$ cat src/core/rsw_pkg.sv
// rsw_pkg: constants for the remote switch and switch bank block
// assumes one 250 MHz system clock and a plain register port
package rsw_pkg;

    // ==========================================================
    // clock and timing
    localparam int CLK_HZ           = 250_000_000;
    localparam int PULSE_MS         = 100;
    localparam int PULSE_CYC        = CLK_HZ / 1000 * PULSE_MS;
    localparam int STATUS_PERIOD_MS = 1000;
    localparam int STATUS_CYC       = CLK_HZ / 1000 * STATUS_PERIOD_MS;
    localparam int CNT_W            = 28;

    // ==========================================================
    // channels, buttons, switch bank
    localparam int NUM_CH      = 3;
    localparam int NUM_BTN     = 19;
    localparam int NUM_IDX     = 28;
    localparam int POWER_BTN   = 9;
    localparam logic [4:0] IDX_GAP     = 5'h0a;
    localparam logic [4:0] IDX_LAST_HI = 5'h13;
    localparam logic [7:0] BANK_INST   = 8'h28;
    localparam logic [16:0] PGN_STATUS  = 17'h1f20d;
    localparam logic [16:0] PGN_CONTROL = 17'h1f20e;

    // switch state codes
    localparam logic [1:0] SW_OFF   = 2'h0;
    localparam logic [1:0] SW_ON    = 2'h1;
    localparam logic [1:0] SW_ERROR = 2'h2;
    localparam logic [1:0] SW_NA    = 2'h3;

    // ==========================================================
    // register map
    localparam logic [7:0] REG_CFG    = 8'h00;
    localparam logic [7:0] REG_CHSEL  = 8'h04;
    localparam logic [7:0] REG_NETEN  = 8'h08;
    localparam logic [7:0] REG_BTN    = 8'h0c;
    localparam logic [7:0] REG_STATUS = 8'h10;

    // cfg fields
    localparam int CFG_MODE_POS = 0;
    localparam int CFG_POL_POS  = 4;

    // chsel fields, 5 bits per channel, 8 bits apart
    localparam int CHSEL_STRIDE = 8;
    localparam int CHSEL_W      = 5;

    // status fields
    localparam int ST_CLOSED_POS = 0;
    localparam int ST_ON_POS     = 4;
    localparam int ST_OFF_POS    = 8;
    localparam int ST_BUSY_POS   = 12;
    localparam int ST_MISM_POS   = 16;

    // reset values
    localparam logic [31:0] CFG_RST   = 32'h0000_0000;
    localparam logic [31:0] CHSEL_RST = 32'h0002_0100;
    localparam logic [18:0] NETEN_RST = 19'h7fdff;

endpackage

$ cat src/core/rsw_channel.sv
// rsw_channel: one remote switch channel, drive and state return
// assumes btn_state comes from logic on clk_sys, the return pin does not
`timescale 1ns/100ps

module rsw_channel
    import rsw_pkg::*;
#(
    parameter int PULSE_CYC_P = PULSE_CYC
)
(
    input  wire logic clk_sys,
    input  wire logic rst,
    input  wire logic mode_pulse,
    input  wire logic fb_high,
    input  wire logic btn_state,
    input  wire logic state_return_input,
    output logic      on_out,
    output logic      off_out,
    output logic      closed,
    output logic      busy
);

    typedef enum logic [1:0] {S_IDLE, S_PULSE_ON, S_PULSE_OFF, S_GAP}
        rsw_pulse_type;

    rsw_pulse_type     st_r;
    logic              prev_r;
    logic [CNT_W-1:0]  cnt_r;
    logic              fb_meta_r;
    logic              fb_sync_r;
    logic              change;

    assign change = btn_state != prev_r;
    assign busy   = st_r != S_IDLE;

    // ==========================================================
    // state return input, two flops then polarity
    always_ff @(posedge clk_sys or posedge rst)
    begin
        if (rst)
        begin
            fb_meta_r <= 1'b0;
            fb_sync_r <= 1'b0;
        end
        else
        begin
            fb_meta_r <= state_return_input;
            fb_sync_r <= fb_meta_r;
        end
    end

    always_ff @(posedge clk_sys or posedge rst)
    begin
        if (rst)
            closed <= 1'b0;
        else
            closed <= fb_high ? fb_sync_r : ~fb_sync_r;
    end

    // ==========================================================
    // change detect, no pulse out of reset
    always_ff @(posedge clk_sys or posedge rst)
    begin
        if (rst)
            prev_r <= 1'b0;
        else
            prev_r <= btn_state;
    end

    // ==========================================================
    // pulse sequencer
    always_ff @(posedge clk_sys or posedge rst)
    begin
        if (rst)
        begin
            st_r  <= S_IDLE;
            cnt_r <= '0;
        end
        else if (!mode_pulse)
        begin
            st_r  <= S_IDLE;
            cnt_r <= '0;
        end
        else
        begin
            case (st_r)
                S_IDLE:
                begin
                    cnt_r <= '0;
                    if (change)
                        st_r <= btn_state ? S_PULSE_ON : S_PULSE_OFF;
                end
                S_PULSE_ON, S_PULSE_OFF:
                begin
                    cnt_r <= cnt_r + 1'b1;
                    if (change)
                    begin
                        st_r  <= S_GAP;
                        cnt_r <= '0;
                    end
                    else if (cnt_r == CNT_W'(PULSE_CYC_P - 1))
                        st_r <= S_IDLE;
                end
                S_GAP:
                begin
                    cnt_r <= '0;
                    st_r  <= btn_state ? S_PULSE_ON : S_PULSE_OFF;
                end
                default:
                    st_r <= S_IDLE;
            endcase
        end
    end

    // ==========================================================
    // output drive
    always_ff @(posedge clk_sys or posedge rst)
    begin
        if (rst)
        begin
            on_out  <= 1'b0;
            off_out <= 1'b0;
        end
        else if (!mode_pulse)
        begin
            on_out  <= btn_state;
            off_out <= ~btn_state;
        end
        else
        begin
            on_out  <= st_r == S_PULSE_ON;
            off_out <= st_r == S_PULSE_OFF;
        end
    end

    // ==========================================================
    // assertions
    property p_level_on;
        @(posedge clk_sys) disable iff (rst)
        !mode_pulse && $past(!mode_pulse) && btn_state |=> on_out;
    endproperty
    a_level_on: assert property (p_level_on)
        else $error("level mode on output not held");

    property p_level_off;
        @(posedge clk_sys) disable iff (rst)
        !mode_pulse && $past(!mode_pulse) && !btn_state |=> off_out && !on_out;
    endproperty
    a_level_off: assert property (p_level_off)
        else $error("level mode off output not held");

    property p_pulse_start;
        @(posedge clk_sys) disable iff (rst)
        mode_pulse && st_r == S_IDLE && change && btn_state
            ##1 mode_pulse |=> on_out;
    endproperty
    a_pulse_start: assert property (p_pulse_start)
        else $error("on pulse did not start");

    property p_pulse_off_start;
        @(posedge clk_sys) disable iff (rst)
        mode_pulse && st_r == S_IDLE && change && !btn_state
            ##1 mode_pulse |=> off_out;
    endproperty
    a_pulse_off_start: assert property (p_pulse_off_start)
        else $error("off pulse did not start");

    property p_pulse_len;
        @(posedge clk_sys) disable iff (rst)
        busy |-> cnt_r < CNT_W'(PULSE_CYC_P);
    endproperty
    a_pulse_len: assert property (p_pulse_len)
        else $error("pulse counter overran");

    property p_never_both;
        @(posedge clk_sys) disable iff (rst)
        !(on_out && off_out);
    endproperty
    a_never_both: assert property (p_never_both)
        else $error("on and off outputs both active");

    property p_polarity;
        @(posedge clk_sys) disable iff (rst)
        $stable(fb_high) |=> closed == ($past(fb_high) ~^ $past(fb_sync_r));
    endproperty
    a_polarity: assert property (p_polarity)
        else $error("state return polarity wrong");

endmodule

$ cat src/core/rsw_top.sv
// rsw_top: remote switch channels and network switch bank
// assumes panel button events and the network frame layer on clk_sys
// assumes the three return pins are asynchronous
//
// What this block does
// - three remote channels, on, off, return input
// - per channel level or pulse mode select
// - level mode holds on while button on
// - level mode holds off while button off
// - pulse mode: 100 ms on pulse at on
// - pulse mode: 100 ms off pulse at off
// - return input sampled to closed state
// - low polarity: low return means closed
// - high polarity: high return means closed
// - accept control messages, never send them
// - send status periodically, ignore received status
// - each mapped index reported on, off or error, unused indexes not available
// - bank instance 40; other instances ignored
// - indexes 1 to 28, shared numbering
// - indexes 10, 20 to 28 unused
// - power button never network controlled
// - all mapped buttons network enabled after reset
// - button n maps to switch n+1
//
// Local design decisions: the placing of the registers and the strobed register port.
`timescale 1ns/100ps

module rsw_top
    import rsw_pkg::*;
#(
    parameter int PULSE_CYC_P  = PULSE_CYC,
    parameter int STATUS_CYC_P = STATUS_CYC
)
(
    input  wire logic        clk_sys,
    input  wire logic        rst,
    input  wire logic [7:0]  reg_addr,
    input  wire logic [31:0] reg_wdata,
    input  wire logic        reg_wr,
    input  wire logic        reg_rd,
    output logic      [31:0] reg_rdata,
    input  wire logic [18:0] btn_press,
    input  wire logic [18:0] btn_fault,
    output logic      [18:0] btn_state,
    input  wire logic        cmd_valid,
    input  wire logic [16:0] cmd_pgn,
    input  wire logic [7:0]  cmd_instance,
    input  wire logic [4:0]  cmd_index,
    input  wire logic [1:0]  cmd_state,
    output logic             stat_valid,
    input  wire logic        stat_ready,
    output logic      [16:0] stat_pgn,
    output logic      [7:0]  stat_instance,
    output logic      [55:0] stat_states,
    output logic      [2:0]  sw_on,
    output logic      [2:0]  sw_off,
    input  wire logic [2:0]  state_return_input
);

    // ==========================================================
    // index mapping
    function automatic logic idx_mapped(input logic [4:0] idx);
        idx_mapped = (idx != 5'h00) && (idx != IDX_GAP)
                     && (idx <= IDX_LAST_HI);
    endfunction

    function automatic logic [4:0] idx_to_btn(input logic [4:0] idx);
        idx_to_btn = idx - 5'h01;
    endfunction

    // ==========================================================
    // registers
    logic [31:0]       cfg_r;
    logic [31:0]       chsel_r;
    logic [18:0]       neten_r;
    logic [18:0]       btn_r;
    logic [CNT_W-1:0]  per_cnt_r;
    logic              stat_valid_r;
    logic [55:0]       stat_states_r;
    logic [31:0]       rdata_r;
    logic [55:0]       snap;
    logic [2:0]        closed;
    logic [2:0]        busy;
    logic [2:0]        mismatch;
    logic [18:0]       ch_fault;
    logic [4:0]        ch_btn [NUM_CH];
    logic              cmd_hit;
    logic [4:0]        cmd_btn;
    logic [31:0]       status_word;

    assign btn_state     = btn_r;
    assign stat_valid    = stat_valid_r;
    assign stat_states   = stat_states_r;
    assign stat_pgn      = PGN_STATUS;
    assign stat_instance = BANK_INST;
    assign reg_rdata     = rdata_r;

    // ==========================================================
    // control message acceptance
    assign cmd_btn = idx_to_btn(cmd_index);
    assign cmd_hit = cmd_valid
                     && cmd_pgn == PGN_CONTROL
                     && cmd_instance == BANK_INST
                     && idx_mapped(cmd_index)
                     && cmd_btn != 5'(POWER_BTN)
                     && neten_r[cmd_btn]
                     && (cmd_state == SW_OFF || cmd_state == SW_ON);

    // ==========================================================
    // button states, panel press toggles, command sets
    always_ff @(posedge clk_sys or posedge rst)
    begin
        if (rst)
            btn_r <= '0;
        else
        begin
            for (int b = 0; b < NUM_BTN; b++)
            begin
                if (btn_press[b])
                    btn_r[b] <= ~btn_r[b];
                else if (cmd_hit && cmd_btn == 5'(b))
                    btn_r[b] <= cmd_state == SW_ON;
            end
        end
    end

    // ==========================================================
    // register writes
    always_ff @(posedge clk_sys or posedge rst)
    begin
        if (rst)
        begin
            cfg_r   <= CFG_RST;
            chsel_r <= CHSEL_RST;
            neten_r <= NETEN_RST;
        end
        else if (reg_wr)
        begin
            case (reg_addr)
                REG_CFG:   cfg_r   <= reg_wdata;
                REG_CHSEL: chsel_r <= reg_wdata;
                REG_NETEN: neten_r <= reg_wdata[18:0] & NETEN_RST;
                default:   ;
            endcase
        end
    end

    // ==========================================================
    // register reads, data one cycle after the strobe
    always_comb
    begin
        status_word = '0;
        status_word[ST_CLOSED_POS +: NUM_CH] = closed;
        status_word[ST_ON_POS     +: NUM_CH] = sw_on;
        status_word[ST_OFF_POS    +: NUM_CH] = sw_off;
        status_word[ST_BUSY_POS   +: NUM_CH] = busy;
        status_word[ST_MISM_POS   +: NUM_CH] = mismatch;
    end

    always_ff @(posedge clk_sys or posedge rst)
    begin
        if (rst)
            rdata_r <= '0;
        else if (reg_rd)
        begin
            case (reg_addr)
                REG_CFG:    rdata_r <= cfg_r;
                REG_CHSEL:  rdata_r <= chsel_r;
                REG_NETEN:  rdata_r <= {13'h0000, neten_r};
                REG_BTN:    rdata_r <= {13'h0000, btn_r};
                REG_STATUS: rdata_r <= status_word;
                default:    rdata_r <= '0;
            endcase
        end
        else
            rdata_r <= '0;
    end

    // ==========================================================
    // remote switch channels
    genvar c;
    generate
        for (c = 0; c < NUM_CH; c++)
        begin : g_ch
            logic sel_ok;
            logic sel_state;

            assign ch_btn[c]  = chsel_r[c*CHSEL_STRIDE +: CHSEL_W];
            assign sel_ok     = ch_btn[c] < 5'(NUM_BTN);
            assign sel_state  = sel_ok ? btn_r[ch_btn[c]] : 1'b0;
            assign mismatch[c] = sel_ok && !busy[c]
                                 && (closed[c] != sel_state);

            rsw_channel #(
                .PULSE_CYC_P (PULSE_CYC_P)
            ) u_ch (
                .clk_sys            (clk_sys),
                .rst                (rst),
                .mode_pulse         (cfg_r[CFG_MODE_POS + c]),
                .fb_high            (cfg_r[CFG_POL_POS + c]),
                .btn_state          (sel_state),
                .state_return_input (state_return_input[c]),
                .on_out             (sw_on[c]),
                .off_out            (sw_off[c]),
                .closed             (closed[c]),
                .busy               (busy[c])
            );
        end
    endgenerate

    // fault per button from a disagreeing channel
    always_comb
    begin
        ch_fault = '0;
        for (int k = 0; k < NUM_CH; k++)
        begin
            if (mismatch[k])
                ch_fault[ch_btn[k]] = 1'b1;
        end
    end

    // ==========================================================
    // status snapshot, two bits per index 1 to 28
    always_comb
    begin
        snap = '0;
        for (int i = 1; i <= NUM_IDX; i++)
        begin
            if (!idx_mapped(5'(i)))
                snap[(i-1)*2 +: 2] = SW_NA;
            else if (btn_fault[i-1] || ch_fault[i-1])
                snap[(i-1)*2 +: 2] = SW_ERROR;
            else if (btn_r[i-1])
                snap[(i-1)*2 +: 2] = SW_ON;
            else
                snap[(i-1)*2 +: 2] = SW_OFF;
        end
    end

    // ==========================================================
    // periodic status transmit
    always_ff @(posedge clk_sys or posedge rst)
    begin
        if (rst)
        begin
            per_cnt_r     <= '0;
            stat_valid_r  <= 1'b0;
            stat_states_r <= '0;
        end
        else
        begin
            if (stat_valid_r && stat_ready)
                stat_valid_r <= 1'b0;
            if (per_cnt_r == CNT_W'(STATUS_CYC_P - 1))
            begin
                per_cnt_r <= '0;
                if (!stat_valid_r || stat_ready)
                begin
                    stat_valid_r  <= 1'b1;
                    stat_states_r <= snap;
                end
            end
            else
                per_cnt_r <= per_cnt_r + 1'b1;
        end
    end

    // ==========================================================
    // assertions
    property p_power_fixed;
        @(posedge clk_sys) disable iff (rst)
        !btn_press[POWER_BTN] |=> $stable(btn_r[POWER_BTN]);
    endproperty
    a_power_fixed: assert property (p_power_fixed)
        else $error("power button changed without a press");

    property p_foreign_inst;
        @(posedge clk_sys) disable iff (rst)
        cmd_valid && cmd_instance != BANK_INST && btn_press == '0
            |=> $stable(btn_r);
    endproperty
    a_foreign_inst: assert property (p_foreign_inst)
        else $error("command for another instance acted on");

    property p_unused_idx;
        @(posedge clk_sys) disable iff (rst)
        cmd_valid && !idx_mapped(cmd_index) && btn_press == '0
            |=> $stable(btn_r);
    endproperty
    a_unused_idx: assert property (p_unused_idx)
        else $error("command to unused index changed a button");

    property p_status_rx_ignored;
        @(posedge clk_sys) disable iff (rst)
        cmd_valid && cmd_pgn == PGN_STATUS && btn_press == '0
            |=> $stable(btn_r);
    endproperty
    a_status_rx_ignored: assert property (p_status_rx_ignored)
        else $error("received status message acted on");

    property p_cmd_map;
        @(posedge clk_sys) disable iff (rst)
        cmd_hit && !btn_press[cmd_btn]
            |=> btn_r[$past(cmd_index) - 5'h01] == $past(cmd_state[0]);
    endproperty
    a_cmd_map: assert property (p_cmd_map)
        else $error("command applied to wrong button");

    property p_neten_reset;
        @(posedge clk_sys)
        $fell(rst) |-> neten_r == NETEN_RST;
    endproperty
    a_neten_reset: assert property (p_neten_reset)
        else $error("network enable not set after reset");

    property p_status_hold;
        @(posedge clk_sys) disable iff (rst)
        stat_valid_r && !stat_ready |=> stat_valid_r && $stable(stat_states_r);
    endproperty
    a_status_hold: assert property (p_status_hold)
        else $error("status dropped before accepted");

    property p_unused_na;
        @(posedge clk_sys) disable iff (rst)
        stat_valid_r |-> stat_states_r[19:18] == SW_NA
                         && stat_states_r[55:54] == SW_NA;
    endproperty
    a_unused_na: assert property (p_unused_na)
        else $error("unused index not reported unavailable");

    property p_status_taken;
        @(posedge clk_sys) disable iff (rst)
        stat_valid_r && stat_ready
            && per_cnt_r != CNT_W'(STATUS_CYC_P - 1) |=> !stat_valid_r;
    endproperty
    a_status_taken: assert property (p_status_taken)
        else $error("status held after accepted");

    property p_neten_power;
        @(posedge clk_sys) disable iff (rst)
        !neten_r[POWER_BTN];
    endproperty
    a_neten_power: assert property (p_neten_power)
        else $error("power button network enabled");

endmodule

$ cat config.mk
export PLATFORM = sky130hd
export DESIGN_NAME = rsw_top
export DESIGN_NICKNAME = d
export VERILOG_FILES = /design/src/core/rsw_pkg.sv /design/src/core/rsw_channel.sv /design/src/core/rsw_top.sv
export SDC_FILE = /design/constraint.sdc
export NUM_CORES = 1
export LEC_CHECK = 0
export BUFFER_PORTS_ARGS = -buffer_cell sky130_fd_sc_hd__buf_2
export CORE_UTILIZATION = 35
export CTS_BUF_LIST = sky130_fd_sc_hd__clkbuf_8
export DETAILED_ROUTE_END_ITERATION = 10
export HOLD_SLACK_MARGIN = 0.08
export PLACE_DENSITY = 0.51
export SLEW_MARGIN = 5
export SYNTH_ARGS = -nofsm -noshare
export SYNTH_HDL_FRONTEND = slang
export SYNTH_SLANG_ARGS = --single-unit
$ cat constraint.sdc
create_clock -name clk_sys -period 11.9 [get_ports clk_sys]
set_input_delay 0.595 -clock clk_sys [delete_from_list [all_inputs] [get_ports clk_sys]]
set_output_delay 0.595 -clock clk_sys [all_outputs]
set_load 0.01 [all_outputs]
==> Word level (Yosys, flattened, before mapping) <==
Cells that the tools add are included.
{ "classes": {"addsub": 5, "n_lt_le_gt_ge": 11, "n_eq_ne": 52, "n_mux": 136, "n_bitwise": 27, "reduce_logical": 103} }
{ "op_table": {"columns": ["operator", "count"], "rows": [
  ["$mux 28", 7],
  ["$pmux 28 s2", 3],
  ["$pmux 32 s5", 1],
  ["$add 28x1->28 const B", 4],
  ["$eq 28x25->1 const B", 3],
  ["$mux 1", 78],
  ["$mux 2", 33],
  ["$mux 19", 3],
  ["$reduce_bool 2->1", 22],
  ["$eq 5x4->1 const B", 8],
  ["$or 19x19->19", 2],
  ["$logic_and 1x1->1", 37],
  ["$mux 32", 1],
  ["$eq 28x28->1 const B", 1],
  ["$not 1->1", 25],
  ["$lt 5x6->1 const B", 4],
  ["$bmux 1 s5", 4],
  ["$eq 5x3->1 const B", 4],
  ["$logic_or 1x1->1", 20],
  ["$pmux 2 s3", 3],
  ["$eq 17x17->1 const B", 1],
  ["$eq 8x4->1 const B", 2],
  ["$demux 1 s5", 3],
  ["$eq 5x5->1 const B", 3],
  ["22 further kinds", 62]
]} }
{ "word_totals": {"reg_bits": 309} }

==> Logic depth before layout (Yosys ltp) <==
Gate-level depths: netlist of the first run.
{ "depth": {"word_depth": 12, "mapped_depth": 11, "depth_no_buf": 9} }

==> By module <==
Synthesis of the first run repeated with hierarchy kept, for this count alone.
{ "hier_totals": {"cells_unflattened": 1587, "hier_area_um2": 16550.9} }
{ "by_module_without_submodules": {"columns": ["mod", "instances", "cells_per_inst", "area_each_um2"], "rows": [
  ["rsw_top", 1, 1011, 10871.7],
  ["rsw_channel", 3, 192, 1893.1]
]} }

==> Worst setup path after synthesis of the first run <==
OpenSTA, ideal clock, no wires.
{ "synth_path": {"kind": "input to register", "start": "input port cmd_index[0]", "end": "register btn_r[0], in the netlist btn_state[0]", "arrival_ns": 3.088, "slack_ns": 8.735, "cell_stages": 10, "path_cell_list": "clkbuf_1 > inv_1 > ha_1 > clkbuf_1 > mux2_2 > a221oi_1 > o21ai_0 > nor4b_2 > a41o_1 > a21oi_1"} }
{ "synth_via": {"elab_chain_len": 9, "word_cells_on_any_way": 16, "classes_between": "add/sub: 1; order compare: 1; eq/ne: 2; mux: 2; reduce/logical: 10"} }
{ "synth_lines": {"columns": ["item", "line_no", "rtl"], "rows": [
  ["start: declaration", "rsw_top.sv:48", "input wire logic [4:0] cmd_index,"],
  ["branches (longest 7 deep; another with $sub 5x1->5)", null, null],
  ["$logic_and 1x1->1 (*)", "rsw_top.sv:121", "else if (cmd_hit && cmd_btn == 5'(b))"],
  ["$reduce_bool 2->1 (no source line) (*)", null, null],
  ["end signal: indexed assignment", "rsw_top.sv:120", "btn_r[b] <= ~btn_r[b];"],
  ["end: declaration", "rsw_top.sv:76", "logic [18:0] btn_r;"]
]} }
Every way passes the cells marked *. The select of a mux whose other input is x is not followed.
A chain may end at the register's enable or synchronous reset.

==> Final worst setup path of the first run <==
{ "layout_path": {"start": "register chsel_r[16]", "end": "register g_ch[2].u_ch.cnt_r[0]"} }
{ "layout_via": {"elab_chain_len": 7, "word_cells_on_any_way": 8, "classes_between": "order compare: 1; eq/ne: 1; mux: 6"} }
{ "layout_lines": {"columns": ["item", "line_no", "rtl"], "rows": [
  ["start: declaration", "rsw_top.sv:74", "logic [31:0] chsel_r;"],
  ["start signal: assignment", "rsw_top.sv:141", "REG_CHSEL: chsel_r <= reg_wdata;"],
  ["$bmux 1 s5", "rsw_top.sv:190", "assign sel_state = sel_ok ? btn_r[ch_btn[c]] : 1'b0;"],
  ["$mux 1 (not written as such)", "rsw_top.sv:190", null],
  ["$mux 1 (*)", "rsw_top.sv:190", null],
  ["$ne 1x1->1 (*)", "rsw_channel.sv:33", "assign change = btn_state != prev_r;"],
  ["$mux 28 (*)", "rsw_channel.sv:96", "if (change)"],
  ["$pmux 28 s2 (*)", "rsw_channel.sv:86", "case (st_r)"],
  ["$mux 28 (*)", "rsw_channel.sv:79", "else if (!mode_pulse)"],
  ["end signal: assignment", "rsw_channel.sv:95", "cnt_r <= cnt_r + 1'b1;"],
  ["end: declaration", "rsw_channel.sv:28", "logic [CNT_W-1:0] cnt_r;"]
]} }
Mark *: on every way between the ends. The rest lies on a longest branch, timed or not. The select of a mux whose other input is x is not followed.

==> results of run 1 <==
-- metrics by stage --
step	util [%]	setup slack (ps)	hold slack [ps]	cell area, µm²
CTS	41.5	8090	113	18900
global placement	38.8	7790	333	17700
finish	41.5	8080	170	18900
detailed placement	38.8	7780	339	17700
global route	41.5	7680	132	18900
floorplan	-	2850	331	16400
-- critical path, delay by kind of cell, from the launching register on --
family / cells / cell delay, ps
flip-flops: 1 / 700
multiplexers: 1 / 400
AO/OA/AOI/OAI: 3 / 1000
buffers and inverters: 1 / 310
AND/OR/NAND/NOR: 2 / 1110
XOR/XNOR: 1 / 210
-- layout by cell type (no fill, tap or decap), types with 11 or more instances in the layout --
cell type,instances
a211oi_1,11
a21oi_1,37
a22o_1,23
a22oi_1,23
and2_1,11
and3_1,25
buf_2,231
clkbuf_8,70
conb_1,25
dfrtp_1,287
dfstp_2,20
ha_1,19
inv_1,53
mux2_2,101
mux4_2,17
nand2_1,112
nand2b_1,22
nand3_1,64
nand4_1,33
nor2_1,227
nor2b_1,13
nor3_1,22
nor4_1,15
o21ai_0,23
o21bai_1,13
or3_1,13
xnor2_1,54
xor2_1,58
-- path summary, 6_finish.rpt --
| check | start | end | slack (ps) | cells after the start |
|---|---|---|---|---|
| setup reg to reg | chsel_r[16]$_DFFE_PP0P_ | g_ch[2].u_ch.cnt_r[0]$_DFF_PP0_ | 8080 | 8 |
| min in group asynchronous | rst | btn_state[4]$_DFFE_PP0P_ | 190 | 2 |
| setup / recovery | chsel_r[16]$_DFFE_PP0P_ | g_ch[2].u_ch.cnt_r[0]$_DFF_PP0_ | 8080 | 8 |
| hold / removal | reg_wdata[20] | cfg_r[20]$_DFFE_PP0P_ | 170 | 2 |
| max in group asynchronous | rst | reg_rdata[3]$_DFF_PP0_ | 10220 | 3 |
| hold reg to reg | g_ch[2].u_ch.fb_meta_r$_DFF_PP0_ | g_ch[2].u_ch.fb_sync_r$_DFF_PP0_ | 350 | 0 |
-- power by group --
group	switching (W)	internal, W	total (W)	leakage [nW]
clock network	0.000471	0.000576	0.00105	0.684
registers	0.0000800	0.00108	0.00116	4.10
logic	0.000143	0.000103	0.000245	3.67
-- synth_stat cells, drive strengths merged, types with 25 or more instances --
master  instances
o21ai          25
nand4          33
nand3          64
nor2          227
nor3           25
buf            72
dfrtp         287
inv            34
and3           27
nand2         112
clkbuf         47
mux2          104
a21oi          37
xor2           58
xnor2          54
-- flip-flops by register name, summed over array words and instances, names as in the netlist --
register and flops:
g_ch.u_ch.cnt_r 84, stat_states 37, cfg_r 32, chsel_r 32
reg_rdata 32, per_cnt_r 28, btn_state 19, neten_r 18
g_ch.u_ch.st_r 6, g_ch.u_ch.closed 3, g_ch.u_ch.fb_meta_r 3, g_ch.u_ch.fb_sync_r 3
g_ch.u_ch.off_out 3, g_ch.u_ch.on_out 3, g_ch.u_ch.prev_r 3, stat_valid 1
-- area by class of cell --
class	instances	area (µm²)
flip-flops and latches	307	7710
multi-input cells	1139	7860
diodes	4	10.0
inverters	35	139
clock inverters	33	215
well taps	600	751
clock buffers	70	963
fillers	4519	26600
repair buffers	246	1290
-- logic make-up after synthesis --
| logic type | Yosys count |
|---|---|
| compound gates | 221 |
| xor+xnor | 112 |
| fa+ha+maj | 19 |
| buf+inv | 154 |
| flops | 307 |
| mux | 130 |
| other cells | 2 |
| simple gates | 632 |
-- metal layers --
| metal | vias to the layer above | GRT usage [%] | part of all wire [%] |
|---|---|---|---|
| met3 | 122 | 5.82 | 7.4 |
| met5 | - | 0 | 0.25 |
| li1 | 5986 | - | - |
| met4 | 20 | 7.54 | 3.3 |
| met2 | 406 | 32.7 | 45 |
| met1 | 6348 | 27.4 | 44 |
==> impl_metrics.json, run 1 <==
{
  "status": "finished clean",
  "antenna_found_initial": 15,
  "grt_pass1_wl_um": 75100,
  "yosysTopAreaCellShare_pct": 44.1,
  "rsz0062_at_grt": "false",
  "ys_types": 89,
  "maxSlewViolCount": 0,
  "die_area_um2": 47400,
  "cts_sinks": 307,
  "hold_path.class": "in2reg",
  "critPathSlowestCell": "nand3_1",
  "synth-simple-area-share_pct": 19.7,
  "wire_per_inst_um": 20.3,
  "worstPathRequired_ps": 12470,
  "yosys.area_share.xor_xnor_pct": 6.03,
  "synth_cells": 1577,
  "vdd_drop_max_mv": 0.0695,
  "die_x_um": 218,
  "hold_viol": 0,
  "ctsResizeCount": 0,
  "ys_seq_area_share_pct": 47.4,
  "cts_max_level": 2,
  "post-cts-setup-buffers": 0,
  "synth.avg_cell_area_um2": 10.3,
  "post-route-period-util_pct": 32.1,
  "crit_path_max_incr_delay_ps": 780,
  "tritoncts": "done",
  "numCtsBuffers": 56,
  "clockBufferDepth": 3,
  "start_util_pct": 35.7,
  "finalWirelength_um": 49500,
  "clk-insertion-delay-late_ps": 670,
  "crit_arrival_ps": 4390,
  "synthAdderAreaFrac_pct": 1.46,
  "drt_drc_violations_left": 0,
  "post_synth_instance_area_um2": 16300,
  "nets": 1923,
  "first_pass_iters": 7,
  "track_usage_pct": 20.9,
  "clockRootBuffer": "clkbuf_8",
  "finalNonFillerCells": 2434,
  "worst_slew_pin_slew_ps": 1120,
  "grt_pass1_vias": 12579,
  "cp-start-kind": "flop",
  "path_cells": "mux2_2, o22ai_1, o31a_1, o21a_1, inv_1, xnor2_1, nand3_1, nor2_1",
  "setup_viol": 0,
  "p_leak_nw": 8.45,
  "hpwlAfterDp_um": 34900,
  "synth_top_family_by_area": "simple AND/OR/NAND/NOR gates",
  "power_density_nw_per_um2": 129,
  "die_height_um": 218,
  "drt_iter0_markers": 849,
  "critPathKind": "reg2reg",
  "layout-drive-gt1-share_pct": 27.2,
  "yosysWarnings": 0,
  "place.gp.congestion": 0.895,
  "finalCriticalPeriod_ps": 3820,
  "num_rows": 78,
  "grt_max_degree": 160,
  "yosys_register_bits": 307,
  "synth.area.top_cells": "dfrtp_1 44%, mux2_2 7.0%, nor2_1 5.2%",
  "placedCellCount": 2323,
  "skew_ps": 47.5,
  "cap_violations": 0,
  "clkTransAtPathRegs_ps": 70,
  "vias": 12882,
  "yosysTopAreaCell": "dfrtp_1",
  "async_flop_share_pct": 100,
  "cp-end-kind": "flop",
  "grt-ovfl-total": 0,
  "slew_headroom_pct": 24.7,
  "synthToLayoutAreaGrowth_pct": 16.4,
  "max_freq_mhz": 262,
  "viasPerCell": 5.29,
  "synth-compound-area-share_pct": 10.2,
  "io_buffer_count": 231,
  "synth.mux.area_fraction_pct": 10.2,
  "antenna_left": 0,
  "tns_ps": 0,
  "synthFlopType": "dfrtp_1",
  "core_area_um2": 45600,
  "cts_hold_buf": 4,
  "synth-edff-count": 0,
  "path_max_fanout": 28,
  "power_w": 0.00245,
  "pin_count": 258
}
No activity file was read; power rests on OpenSTA's default activity.
==> inputs of run 2 (changes only) <==
--- a/config.mk
+++ b/config.mk
@@ -10,7 +10,7 @@
 export CTS_BUF_LIST = sky130_fd_sc_hd__clkbuf_8
 export DETAILED_ROUTE_END_ITERATION = 10
 export HOLD_SLACK_MARGIN = 0.08
-export PLACE_DENSITY = 0.51
+export PLACE_DENSITY = 0.53
 export SLEW_MARGIN = 5
 export SYNTH_ARGS = -nofsm -noshare
 export SYNTH_HDL_FRONTEND = slang
==> constraint.sdc (replaced) <==
create_clock -name clk_sys -period 3.4 [get_ports clk_sys]
set_input_delay 0.17 -clock clk_sys [delete_from_list [all_inputs] [get_ports clk_sys]]
set_output_delay 0.17 -clock clk_sys [all_outputs]
set_load 0.01 [all_outputs]
==> impl_metrics.json, run 2 (synthesized netlist as in run 1, its figures left out) <==
{
  "status": "finished clean",
  "cts_max_level": 2,
  "r2r_start": "chsel_r[0]$_DFFE_PP0P_",
  "final_cell_mix": "287 x dfrtp_1, 231 x buf_2, 227 x nor2_1",
  "grt_max_degree": 96,
  "path_max_fanout": 8,
  "num_rows": 78,
  "crit_path_max_incr_delay_ps": 610,
  "reg2reg_depth": 8,
  "drt_drc_violations_left": 0,
  "power_density_nw_per_um2": 427,
  "r2r-end": "reg_rdata[16]$_DFF_PP0_",
  "die_area_um2": 47400,
  "slew_headroom_pct": 42.8,
  "die_height_um": 218,
  "nets": 2038,
  "pin_count": 258,
  "numCtsBuffers": 53,
  "tritoncts": "done",
  "cp-start-kind": "flop",
  "crit_arrival_ps": 3790,
  "grt-ovfl-total": 0,
  "finalWirelength_um": 49600,
  "first_pass_iters": 5,
  "maxSlewViolCount": 0,
  "post-place-ws_ps": 317,
  "track_usage_pct": 20.9,
  "cap_violations": 0,
  "holdPathEnd": "g_ch[1].u_ch.fb_meta_r$_DFF_PP0_",
  "min_path_cells": 2,
  "die_x_um": 218,
  "antenna_left": 0,
  "post-route-period-util_pct": 94.6,
  "start_util_pct": 35.7,
  "vdd_drop_max_mv": 0.208,
  "antenna_found_initial": 7,
  "top_register": "g_ch.u_ch.cnt_r",
  "core_area_um2": 45600,
  "hold_path.class": "in2reg",
  "p_int_w": 0.00616,
  "groute.layer.met1.usage_pct": 28.0,
  "worstHoldStart": "state_return_input[1]",
  "clockRootBuffer": "clkbuf_8",
  "grt_pass1_wl_um": 76100,
  "layout_commonest_cell": "dfrtp_1",
  "place.gp.congestion": 0.907,
  "hpwlAfterDp_um": 35800,
  "pwr-share-comb_pct": 12.5,
  "hold_viol": 0,
  "skew_ps": 32.6,
  "critPathKind": "reg2reg",
  "rsz0062_at_grt": "false",
  "path_cells": "mux4_2, or2_1, and3_4, o31a_1, nor2b_1, nand4_1, a21boi_0, dlygate4sd3_1",
  "p_sw_w": 0.00237,
  "layout-drive-gt1-share_pct": 27.4,
  "cp_top_family": "simple AND/OR/NAND/NOR gates",
  "critPathSlowestCell": "mux4_2",
  "max_freq_mhz": 311,
  "grt_pass1_vias": 12993,
  "setup_viol": 0,
  "placedCellCount": 2364,
  "pwr-share-clk_pct": 40.8,
  "wire_per_inst_um": 19.5,
  "io_buffer_count": 231,
  "synthToLayoutAreaGrowth_pct": 22.9,
  "regToRegSetupSlack_ps": 180,
  "use_met2_pct": 33.7,
  "worst_slew_pin_slew_ps": 856,
  "seq_power_share_pct": 46.7,
  "grt-busiest-layer": "met2",
  "drt_iter0_markers": 1022,
  "clockBufferDepth": 3,
  "vias": 13317,
  "cp-end-kind": "flop",
  "finalCriticalPeriod_ps": 3220,
  "clk-insertion-delay-late_ps": 650,
  "swShare_pct": 27.8,
  "worstPathRequired_ps": 3970,
  "post-cts-setup-buffers": 0,
  "cts_sinks": 307,
  "viasPerCell": 5.24,
  "p_leak_nw": 8.95,
  "layout_setup_ws_ps": 184,
  "path_buf_inv": 1,
  "met3_usage_pct": 4.24,
  "clkTransAtPathRegs_ps": 60,
  "largest_reg_flops": 84,
  "finalNonFillerCells": 2542
}
[run 2: layer usage]
metal,up-vias,part of all wire (%),wire (µm)
li1,6222,-,-
met3,94,6.0,2970
met5,-,0.13,63
met2,433,46,23000
met1,6558,45,22400
met4,10,2.4,1180
[run 2: timing repair]
| action | CTS | global route |
|---|---|---|
| setup endpoints to repair | 0 | 1 |
| resized for setup | 0 | 1 |
| hold buffers | 81 | 0 |
| endpoints found under the hold margin | 180 | 0 |
[run 2: final cells by class]
type	instances	area (µm²)
tap	600	751
sequential	307	7710
inverter	35	135
timing repair buffer	364	2430
clock inverter	26	144
antenna	1	2.50
fill	4372	25600
multi-input combinational	1139	7870
clock buffer	70	963
[run 2: worst max-delay path by stage]
stage / slack, ps / to / from / depth (start not counted)
after global routing: 100 / reg_rdata[16]$_DFF_PP0_ / chsel_r[0]$_DFFE_PP0P_ / 8
after detailed placement: 320 / stat_states[20]$_DFFE_PP0P_ / chsel_r[0]$_DFFE_PP0P_ / 8
after global placement: 280 / stat_states[20]$_DFFE_PP0P_ / chsel_r[0]$_DFFE_PP0P_ / 8
final: 180 / reg_rdata[16]$_DFF_PP0_ / chsel_r[0]$_DFFE_PP0P_ / 8
after CTS: 150 / reg_rdata[16]$_DFF_PP0_ / chsel_r[1]$_DFFE_PP0P_ / 9
after floorplan: -840 / btn_state[0]$_DFFE_PP0P_ / rst / 1
[run 2: per-stage QoR]
stage               hold WS [ps]  utilization, %  cell area [µm²]  TNS [ps]  power [W]
floorplan                    201               -            16400   -240690    0.00457
global placement             309            39.7            18100         0    0.00502
detailed placement           302            39.7            18100         0    0.00503
CTS                          133            43.9            20000         0    0.00865
global route                 157            43.9            20000         0    0.00892
finish                       188            43.9            20000         0    0.00853
[run 2: power by group through the flow]
stage | logic (W) | registers [W] | clock network (W)
CTS | 0.00107 | 0.00398 | 0.00360
global placement | 0.000975 | 0.00404 | 0
finish | 0.00107 | 0.00398 | 0.00348
detailed placement | 0.000981 | 0.00405 | 0
global route | 0.00116 | 0.00399 | 0.00377
floorplan | 0.000616 | 0.00395 | 0
==> inputs of run 3 (changes only) <==
--- a/config.mk
+++ b/config.mk
@@ -10,7 +10,7 @@
 export CTS_BUF_LIST = sky130_fd_sc_hd__clkbuf_8
 export DETAILED_ROUTE_END_ITERATION = 10
 export HOLD_SLACK_MARGIN = 0.08
-export PLACE_DENSITY = 0.53
+export PLACE_DENSITY = 0.63
 export SLEW_MARGIN = 5
 export SYNTH_ARGS = -nofsm -noshare
 export SYNTH_HDL_FRONTEND = slang
==> impl_metrics.json, run 3 (synthesized netlist as in run 1, its figures left out) <==
{
  "die_x_um": 218,
  "start_util_pct": 35.7,
  "whs_ps": 118,
  "die_height_um": 218,
  "critPathKind": "reg2reg",
  "num_rows": 78,
  "p_leak_nw": 8.93,
  "cts_max_level": 2,
  "finalWirelength_um": 49200,
  "largest_reg_flops": 84,
  "reg2reg_depth": 9,
  "r2r_start": "chsel_r[16]$_DFFE_PP0P_",
  "finalCriticalPeriod_ps": 3160,
  "rsz0062_at_grt": "false",
  "clockBufferDepth": 3,
  "track_usage_pct": 20.8,
  "antenna_found_initial": 6,
  "post-route-period-util_pct": 93.0,
  "worst_slew_pin_slew_ps": 865,
  "place.gp.congestion": 0.974,
  "first_pass_iters": 5,
  "setup.worst_path.start": "chsel_r[16]$_DFFE_PP0P_",
  "power_density_nw_per_um2": 435,
  "cap_violations": 0,
  "fillers": 4320,
  "core_area_um2": 45600,
  "cts_sinks": 307,
  "regToRegSetupSlack_ps": 240,
  "hold_path.class": "in2reg",
  "drt_iter0_markers": 954,
  "tritoncts": "done",
  "path_max_fanout": 14,
  "layout_commonest_cell": "dfrtp_1",
  "pin_count": 258,
  "cp-start-kind": "flop",
  "maxSlewViolCount": 0,
  "skew_ps": 51.4,
  "io_buffer_count": 231,
  "viasPerCell": 5.28,
  "place_area_um2": 18100,
  "crit_arrival_ps": 3700,
  "power_w": 0.00870,
  "post-cts-setup-buffers": 0,
  "nets": 2029,
  "hold_viol": 0,
  "layout-drive-gt1-share_pct": 28.0,
  "synthToLayoutAreaGrowth_pct": 22.9,
  "cp-end-kind": "flop",
  "die_area_um2": 47400,
  "slew_headroom_pct": 42.2,
  "worstPathRequired_ps": 3940,
  "r2r-end": "stat_states[12]$_DFFE_PP0P_",
  "status": "finished clean",
  "vias": 13370,
  "vdd_drop_max_mv": 0.225,
  "stdcell_area_um2": 20000,
  "grt_max_degree": 79,
  "wire_per_inst_um": 19.4,
  "final_cell_mix": "287 x dfrtp_1, 231 x buf_2, 227 x nor2_1",
  "max_freq_mhz": 316,
  "numCtsBuffers": 51,
  "clkTransAtPathRegs_ps": 60,
  "clockRootBuffer": "clkbuf_8",
  "grt-ovfl-total": 0,
  "clk-insertion-delay-late_ps": 640,
  "hpwlAfterDp_um": 35700,
  "endpoint": "stat_states[12]$_DFFE_PP0P_",
  "drt_drc_violations_left": 0,
  "setup_viol": 0,
  "grt_pass1_vias": 13313,
  "top_register": "g_ch.u_ch.cnt_r",
  "grt_pass1_wl_um": 76700,
  "antenna_left": 0,
  "tns_ps": 0
}
==> run 3: cell count changes in the layout (fill, tap and decap cells not counted), sizes merged, moves of 3 or more <==
cell	previous run	this run
clkinv	4	10
inv	54	44
dlygate4sd3	81	73
clkbuf	70	73
==> run 3: per-stage QoR <==
stage	utilization, %	cells	worst slack (ps)
2_1_floorplan	-	1600	-839
3_3_place_gp	39.7	2365	328
3_5_place_dp	39.7	2365	348
4_1_cts	43.9	2533	284
5_1_grt	43.9	2534	86.0
6_report	43.9	2534	240
==> run 3: worst min path at each step <==
stage | end | depth (start not counted) | slack, ps | startpoint
after floorplan | g_ch[0].u_ch.fb_meta_r$_DFF_PP0_ | 0 | 200 | state_return_input[0]
after global placement | g_ch[0].u_ch.fb_meta_r$_DFF_PP0_ | 1 | 320 | state_return_input[0]
after detailed placement | g_ch[2].u_ch.fb_meta_r$_DFF_PP0_ | 1 | 320 | state_return_input[2]
after CTS | stat_states[25]$_DFFE_PP0P_ | 4 | 80 | btn_fault[12]
after global routing | stat_states[25]$_DFFE_PP0P_ | 4 | 90 | btn_fault[12]
final | stat_states[25]$_DFFE_PP0P_ | 4 | 120 | btn_fault[12]
==> run 3: routing by layer <==
metal	global-route usage (%)	wire, µm	up-vias
met5	0	38	-
met4	7.93	1630	8
met3	3.29	2690	100
met2	34.6	23700	457
met1	27.0	21100	6597
li1	-	-	6208
==> run 3: cell type report <==
class	count	area [µm²]	share of cell area (%)
clock inverter	22	179	0.895
inverter	35	135	0.676
sequential	307	7710	38.5
tap	600	751	3.75
timing repair buffer	357	2360	11.8
antenna	1	2.50	0.0125
multi-input combinational	1139	7860	39.3
clock buffer	73	1000	5.02
==> run 3: what timing repair did <==
| item | in CTS | in global routing |
|---|---|---|
| endpoints found under the hold margin | 172 | 0 |
| hold buffers | 73 | 0 |
| gates resized for setup | 0 | 0 |
==> run 3: critical path, stage by stage (launching register included) <==
cell and delay [ps]:
dfrtp_1 690, mux2_2 400, o22ai_1 350, o31a_1 300, o21a_1 310, buf_4 210, nor4_1 50, a2111oi_0 460
buf_4 200, a22o_1 110
==> run 3: power breakdown <==
part | leakage (nW) | total [W] | internal (W) | switching, W
sequential | 4.10 | 0.00401 | 0.00377 | 0.000240
clock | 0.651 | 0.00366 | 0.00207 | 0.00158
combinational | 4.18 | 0.00103 | 0.000456 | 0.000572
